File: src/design/sctc_pkg.sv
// Package with the split capture timer register map, field positions and timing counts
package sctc_pkg;
   // Special-function register addresses
   localparam logic [7:0] ADDR_CTRL = 8'hc8;
   localparam logic [7:0] ADDR_RELOAD_LOW = 8'hca;
   localparam logic [7:0] ADDR_RELOAD_HIGH = 8'hcb;
   localparam logic [7:0] ADDR_COUNT_LOW = 8'hcc;
   localparam logic [7:0] ADDR_COUNT_HIGH = 8'hcd;

   // Control register field positions
   localparam int BIT_HIGH_OVF = 7;
   localparam int BIT_LOW_OVF = 6;
   localparam int BIT_LOW_IRQ_EN = 5;
   localparam int BIT_CAPTURE_EN = 4;
   localparam int BIT_SPLIT = 3;
   localparam int BIT_RUN = 2;
   localparam int BIT_SRC_SEL = 1;
   localparam int BIT_EXT_CLK = 0;

   // Reset values and the count byte maximum
   localparam logic [7:0] CTRL_RESET = 8'h00;
   localparam logic [7:0] BYTE_RESET = 8'h00;
   localparam logic [7:0] BYTE_MAX = 8'hff;

   // System clock prescaler for the divide-by-twelve count source
   localparam int PRESCALE_DIV = 12;
   localparam logic [3:0] PRESCALE_LAST = 4'(PRESCALE_DIV - 1);

   // Timer state: control, reload pair, count pair
   typedef struct packed {
      logic [7:0] ctl;
      logic [7:0] rll;
      logic [7:0] rlh;
      logic [7:0] cntl;
      logic [7:0] cnth;
   } sctc_state_s;

   // Event generator state: prescaler and slow oscillator synchroniser
   typedef struct packed {
      logic [3:0] div;
      logic sync1;
      logic sync2;
      logic prev;
   } sctc_evt_state_s;
endpackage

File: src/design/sctc_evt_if.sv
// Interface between the event generator and the timer core
`timescale 1ns/1ps
interface sctc_evt_if;
   logic tick12;
   logic cap_event;
   logic src_sel;
   logic osc_fall;

   modport src (output tick12, output cap_event, output osc_fall, input src_sel);
   modport snk (input tick12, input cap_event, input osc_fall, output src_sel);
endinterface

File: src/design/sctc_event_gen.sv
// Prescale tick and capture event source for the split capture timer
`timescale 1ns/1ps
module sctc_event_gen (
   // Clock and reset
   input wire logic clk,
   input wire logic nrst,
   // Event sources
   input wire logic sof_pulse,
   input wire logic slow_oscillator,
   // Timer core side
   sctc_evt_if.src evt
);
   sctc_pkg::sctc_evt_state_s s_q, s_d;
   logic fall;

   always_comb begin
      s_d = s_q;
      s_d.div = (s_q.div == sctc_pkg::PRESCALE_LAST) ? 4'h0 : s_q.div + 4'h1;
      s_d.sync1 = slow_oscillator;
      s_d.sync2 = s_q.sync1;
      s_d.prev = s_q.sync2;
   end

   always_ff @(posedge clk) begin
      if (!nrst) begin
         s_q <= '0;
      end else begin
         s_q <= s_d;
      end
   end

   // Falling edge seen only after the second synchroniser stage
   assign fall = s_q.prev & ~s_q.sync2;
   assign evt.osc_fall = fall;
   assign evt.tick12 = (s_q.div == sctc_pkg::PRESCALE_LAST);
   assign evt.cap_event = evt.src_sel ? fall : sof_pulse; // [RULE_06]
endmodule // sctc_event_gen

File: src/design/sctc_split_capture.sv
// Timer core with auto-reload and split capture modes and its special-function registers
`timescale 1ns/1ps
// Overview of operation
// (RULE_01) With capture and split both on, the two count bytes act as separate 8-bit counters.
// (RULE_02) In split capture each count byte increments alone and wraps from ff to 00 by itself.
// (RULE_03) Each capture event in split capture copies high count to high reload, low to low.
// (RULE_04) Each capture event raises the timer interrupt when the timer interrupt is enabled.
// (RULE_05) Capture enable at one turns auto-reload counting into one of the capture modes.
// (RULE_06) The source select picks start-of-frame or the slow oscillator falling edge as trigger.
// (RULE_07) The high and low overflow flags set when their count byte wraps from ff to 00.
// (RULE_08) Hardware never clears the overflow flags; software clears them.
// (RULE_09) With low byte interrupt enable and timer interrupts on, a low overflow interrupts too.
module sctc_split_capture (
   // Clock and reset
   input wire logic clk,
   input wire logic nrst,
   // Special-function register port
   input wire logic [7:0] sfr_addr,
   input wire logic sfr_wr,
   input wire logic [7:0] sfr_wdata,
   output logic [7:0] sfr_rdata,
   // Event and count sources
   input wire logic sof_pulse,
   input wire logic slow_oscillator,
   input wire logic ext_tick,
   // Per-byte system clock selects
   input wire logic high_sysclk_sel,
   input wire logic low_sysclk_sel,
   // Interrupt
   input wire logic irq_global_en,
   output logic timer_irq
);
   sctc_pkg::sctc_state_s s_q, s_d;
   sctc_evt_if evt ();
   logic split, run, ce, tick_l, tick_h, en_l, en_h, inc_h;
   logic low_wrap, high_wrap, cap, wr_ctl, wr_rll, wr_rlh, wr_cl, wr_ch;

   function automatic logic wraps(input logic en, input logic [7:0] v);
      return en & (v == sctc_pkg::BYTE_MAX);
   endfunction

   function automatic logic hit(input logic [7:0] a, input logic [7:0] target);
      return sfr_wr & (a == target);
   endfunction

   sctc_event_gen u_evt (
      .clk(clk),
      .nrst(nrst),
      .sof_pulse(sof_pulse),
      .slow_oscillator(slow_oscillator),
      .evt(evt)
   );

   assign evt.src_sel = s_q.ctl[sctc_pkg::BIT_SRC_SEL];
   assign split = s_q.ctl[sctc_pkg::BIT_SPLIT];
   assign run = s_q.ctl[sctc_pkg::BIT_RUN];
   assign ce = s_q.ctl[sctc_pkg::BIT_CAPTURE_EN];
   assign wr_ctl = hit(sfr_addr, sctc_pkg::ADDR_CTRL);
   assign wr_rll = hit(sfr_addr, sctc_pkg::ADDR_RELOAD_LOW);
   assign wr_rlh = hit(sfr_addr, sctc_pkg::ADDR_RELOAD_HIGH);
   assign wr_cl = hit(sfr_addr, sctc_pkg::ADDR_COUNT_LOW);
   assign wr_ch = hit(sfr_addr, sctc_pkg::ADDR_COUNT_HIGH);

   // Count tick per byte from sysclk, sysclk/12 or the undivided external tick
   assign tick_l = low_sysclk_sel |
      (s_q.ctl[sctc_pkg::BIT_EXT_CLK] ? ext_tick : evt.tick12);
   assign tick_h = high_sysclk_sel |
      (s_q.ctl[sctc_pkg::BIT_EXT_CLK] ? ext_tick : evt.tick12);
   // Split: low byte always runs, run bit gates high byte only
   assign en_l = tick_l & (split | run);
   assign en_h = split ? (tick_h & run) : en_l; // [RULE_01]
   assign low_wrap = wraps(en_l, s_q.cntl);
   assign inc_h = split ? en_h : low_wrap; // [RULE_01] [RULE_02]
   assign high_wrap = wraps(inc_h, s_q.cnth);
   assign cap = ce & evt.cap_event; // [RULE_05]

   always_comb begin
      s_d = s_q;
      if (wr_ctl) begin
         s_d.ctl = sfr_wdata; // [RULE_08]
      end
      // Hardware sets after the write so a same-cycle clear loses
      if (high_wrap | cap) begin
         s_d.ctl[sctc_pkg::BIT_HIGH_OVF] = 1'b1; // [RULE_07] [RULE_04]
      end
      if (low_wrap) begin
         s_d.ctl[sctc_pkg::BIT_LOW_OVF] = 1'b1; // [RULE_07]
      end
      if (wr_rll) begin
         s_d.rll = sfr_wdata;
      end
      if (wr_rlh) begin
         s_d.rlh = sfr_wdata;
      end
      if (cap) begin
         s_d.rll = s_q.cntl; // [RULE_03]
         s_d.rlh = s_q.cnth; // [RULE_03]
      end
      if (en_l) begin
         s_d.cntl = s_q.cntl + 8'h01; // [RULE_02]
      end
      if (inc_h) begin
         s_d.cnth = s_q.cnth + 8'h01; // [RULE_02]
      end
      // Auto-reload only when capture is off
      if (!ce) begin
         if (split ? low_wrap : high_wrap) begin
            s_d.cntl = s_q.rll; // [RULE_05]
         end
         if (high_wrap) begin
            s_d.cnth = s_q.rlh;
         end
      end
      if (wr_cl) begin
         s_d.cntl = sfr_wdata;
      end
      if (wr_ch) begin
         s_d.cnth = sfr_wdata;
      end
   end

   always_ff @(posedge clk) begin
      if (!nrst) begin
         s_q.ctl <= sctc_pkg::CTRL_RESET;
         s_q.rll <= sctc_pkg::BYTE_RESET;
         s_q.rlh <= sctc_pkg::BYTE_RESET;
         s_q.cntl <= sctc_pkg::BYTE_RESET;
         s_q.cnth <= sctc_pkg::BYTE_RESET;
      end else begin
         s_q <= s_d;
      end
   end

   always_comb begin
      case (sfr_addr)
         sctc_pkg::ADDR_CTRL: sfr_rdata = s_q.ctl;
         sctc_pkg::ADDR_RELOAD_LOW: sfr_rdata = s_q.rll;
         sctc_pkg::ADDR_RELOAD_HIGH: sfr_rdata = s_q.rlh;
         sctc_pkg::ADDR_COUNT_LOW: sfr_rdata = s_q.cntl;
         sctc_pkg::ADDR_COUNT_HIGH: sfr_rdata = s_q.cnth;
         default: sfr_rdata = 8'h00;
      endcase
   end

   // Flags persist until software clears them
   assign timer_irq = irq_global_en & (s_q.ctl[sctc_pkg::BIT_HIGH_OVF] |
      (s_q.ctl[sctc_pkg::BIT_LOW_OVF] & s_q.ctl[sctc_pkg::BIT_LOW_IRQ_EN])); // [RULE_04] [RULE_09]
endmodule // sctc_split_capture

File: config.mk
export PLATFORM = sky130hd
export DESIGN_NAME = sctc_split_capture
export DESIGN_NICKNAME = d
export VERILOG_FILES = /design/src/design/sctc_pkg.sv /design/src/design/sctc_evt_if.sv /design/src/design/sctc_event_gen.sv /design/src/design/sctc_split_capture.sv
export SDC_FILE = /design/constraint.sdc
export NUM_CORES = 1
export LEC_CHECK = 0
export BUFFER_PORTS_ARGS = -buffer_cell sky130_fd_sc_hd__buf_2
export CORE_MARGIN = 5
export CORE_UTILIZATION = 40
export CTS_CLUSTER_DIAMETER = 50
export CTS_CLUSTER_SIZE = 12
export DETAILED_ROUTE_END_ITERATION = 7
export MAX_ROUTING_LAYER = met4
export PLACE_DENSITY = 0.62
export SLEW_MARGIN = 20
export SYNTH_ARGS = -nofsm -noshare
export SYNTH_HDL_FRONTEND = slang
export SYNTH_SLANG_ARGS = --single-unit
File: constraint.sdc
create_clock -name clk -period 5.6 [get_ports clk]
set_input_delay 1.12 -clock clk [delete_from_list [all_inputs] [get_ports clk]]
set_output_delay 1.12 -clock clk [all_outputs]
set_load 0.05 [all_outputs]
==> impl_metrics.yaml <==
status:
  status: "finished, final reports clean"
clock_network:
  cts_sinks: 47
  postCtsHoldBufs: 0
  ctsResizeCount: 0
  numCtsBuffers: 5
  cts_max_path_buffers: 2
  path_clk_slew_ns: 0.08
  cts_setup_buffers: 0
  cts_tree: "yes"
  cts_root_buf: "clkbuf_8"
  cts.htree.levels: 2
  clock_latency_ns: 0.30
grt:
  grt_pass1_vias: 2504
  antenna_found_initial: 0
  grt.busiest_layer: "met2"
  use_met2: 0.306
  grt_max_degree: 45
  grt-ovfl-total: 0
  grt_pass1_wl_um: 13000
  grtUsageTotal: 0.190
  grt.met1_usage: 0.245
  met3_usage: 0.0367
die:
  die_area_sq_um: 8910
  num_rows: 30
  die_h_um: 94.4
  initial_core_util: 0.415
  die_w_um: 94.4
  pin_count: 34
  core_sq_um: 6870
setup_path:
  reg2reg_from: "u_evt.s_q[3]"
  worst-r2r-setup-slack_ns: 3.53
  cp_data_required_time_ns: 4.48
  crit_path_max_fanout: 8
  crit_type: "input pin to output port"
  reg2reg_depth: 6
  reg2reg_to: "s_q[8]"
  end_kind: "output port"
  arrival_ns: 2.88
  cp-start-kind: "input pin"
power:
  power_switching_uw: 143
  pwr-share-clk: 0.341
  seqPwrFrac: 0.585
  peakVddDrop_mv: 0.0976
  combPwrFrac: 0.074
  p_sw_frac: 0.247
  p_leak_nw: 1.24
  power_per_cell_area_nw_per_um2: 187
  intPower_uw: 437
synthesis:
  synth-main-ff-cell: "dfxtp_1"
  netlist.area_leader.share: 0.330
  synth-seq-cells: 47
  synth_nets: 365
  yosys-top-cells-count: "dfxtp_1 (47), nand2_1 (40), mux2i_1 (37), o21ai_0 (33), a21oi_1 (27)"
  yosys.area.top_type: "dfxtp_1"
  yosysMostFrequentCell: "dfxtp_1"
  syn_inst: 337
  synth_edf_count: 0
  synth.distinct_cells: 56
  synth-warning-count: 0
  syn_area_sq_um: 2850
  yosysSeqAreaShare: 0.330
  synthTopCellsByArea: "dfxtp_1 (33%), mux2i_1 (13%), o21ai_0 (5.8%)"
  avgSynthCellArea_sq_um: 8.46
  async_flop_share: 0
route:
  routed_wl_um: 7820
  drtIter0Drc: 229
  via_per_inst: 5.69
  postRouteAntennaNets: 0
  drc: 0
  first_pass_iters: 4
  vias: 2562
  wl_per_cell_um: 17.4
finish:
  drive_above_1_share: 0.155
  fillers: 692
  areaGrowthSynthToFinish_pct: 8.69
  final_nets: 383
  fin_area_sq_um: 3100
  multiInputGateArea_sq_um: 1780
  utilization: 0.451
  diodes: 0
  ff_latch_area_sq_um: 941
timing:
  timing.final.crit_period_ns: 4.00
  rsz0062_at_grt: "no"
  tightest_slew_ns: 1.02
  finalClockSkew_ns: 0.00828
  fin_setup_tns_ns: 0
  fin_ws_ns: 1.60
  setup_viol: 0
  max_freq_mhz: 250
  drv_slew: 0
  whs_ns: 0.439
  relSlewSlack: 0.316
  hold_viol: 0
  fin_crit_sh: 0.714
hold_path:
  hold_start: "u_evt.s_d[1]"
  hold_depth: 1
  hold_end: "u_evt.s_d[0]"
  hp-class: "register to register"
flow_run:
  drv_cap: 0
place:
  dpl.hpwl_um: 5700
  place_area_sq_um: 3030
  gp_routability_congestion: 0.832
  place_ws_ns: 1.63
  port_buffers: 33
[kinds of logic after synthesis]
family / count (synthesis) / share of synthesized area
simple gates: 113 / 0.210
compound gates: 102 / 0.243
flops: 47 / 0.330
mux: 39 / 0.138
buf+inv: 26 / 0.0439
xor+xnor: 7 / 0.0215
fa+ha+maj: 3 / 0.0132
[metrics by stage]
step / instances / power, mW
after floorplan: 337 / 0.370
after global placement: 444 / 0.389
after detailed placement: 444 / 0.390
after CTS: 450 / 0.583
after global routing: 450 / 0.604
final: 450 / 0.580
[power by group through the flow]
stage	Clock, mW	Sequential, mW	Combinational [mW]
after floorplan	0	0.347	0.0238
after global placement	0	0.347	0.0419
after detailed placement	0	0.347	0.0428
after CTS	0.201	0.339	0.0430
after global routing	0.216	0.340	0.0476
final	0.198	0.339	0.0428
[cell type report]
cell class                      count  area share
Multi-Input combinational cell    264       0.576
Timing Repair Buffer               33      0.0533
Tap cell                           96      0.0388
Clock buffer                        6      0.0234
Sequential cell                    47       0.304
Inverter                            4     0.00485
[worst max-delay path by stage]
stage | startpoint | endpoint | slack, ns | depth (start not counted)
2_1_floorplan | sfr_addr[2] | sfr_rdata[0] | 2.00 | 4
3_3_place_gp | sfr_addr[5] | sfr_rdata[3] | 1.71 | 7
3_5_place_dp | sfr_addr[5] | sfr_rdata[6] | 1.63 | 7
4_1_cts | sfr_addr[5] | sfr_rdata[6] | 1.63 | 7
5_1_grt | sfr_addr[5] | sfr_rdata[3] | 1.47 | 7
6_report | sfr_addr[5] | sfr_rdata[6] | 1.60 | 7
[cells in the final DEF, fill, tap and decap left out, drive strengths merged, types with 4 or more instances in the layout]
cell	Yosys	routed
dfxtp	47	47
nand2	40	40
mux2i	37	37
o21ai	34	34
buf	6	33
a21oi	28	28
nor2	18	18
nand3	16	16
and3	9	9
a22oi	8	8
nand4	8	8
and2	6	6
clkbuf	16	6
a31oi	5	5
inv	4	4
xnor2	4	4
o311ai	4	4
[metal layers]
layer / vias to the layer above / wire length [um] / share of wire
met3: 6 / 344 / 0.044
met2: 45 / 3740 / 0.48
met5: - / 0 / 0
met4: 0 / 53 / 0.0068
li1: 1291 / - / -
met1: 1220 / 3680 / 0.47
[sequential cells by signal, indices dropped and copies added, names as in the netlist]
name and count:
run 1, u_evt.s_q 5, s_q 37, ce 1
evt.src_sel 1, u_evt.s_d 2
[worst max-delay path: stages]
cell,delay [ns]
buf_2,0.10
nor2_1,0.18
nand3_1,0.13
nor3_1,0.71
a22oi_1,0.24
nand2_1,0.13
buf_2,0.27
Power figures use the tool's default switching activity.
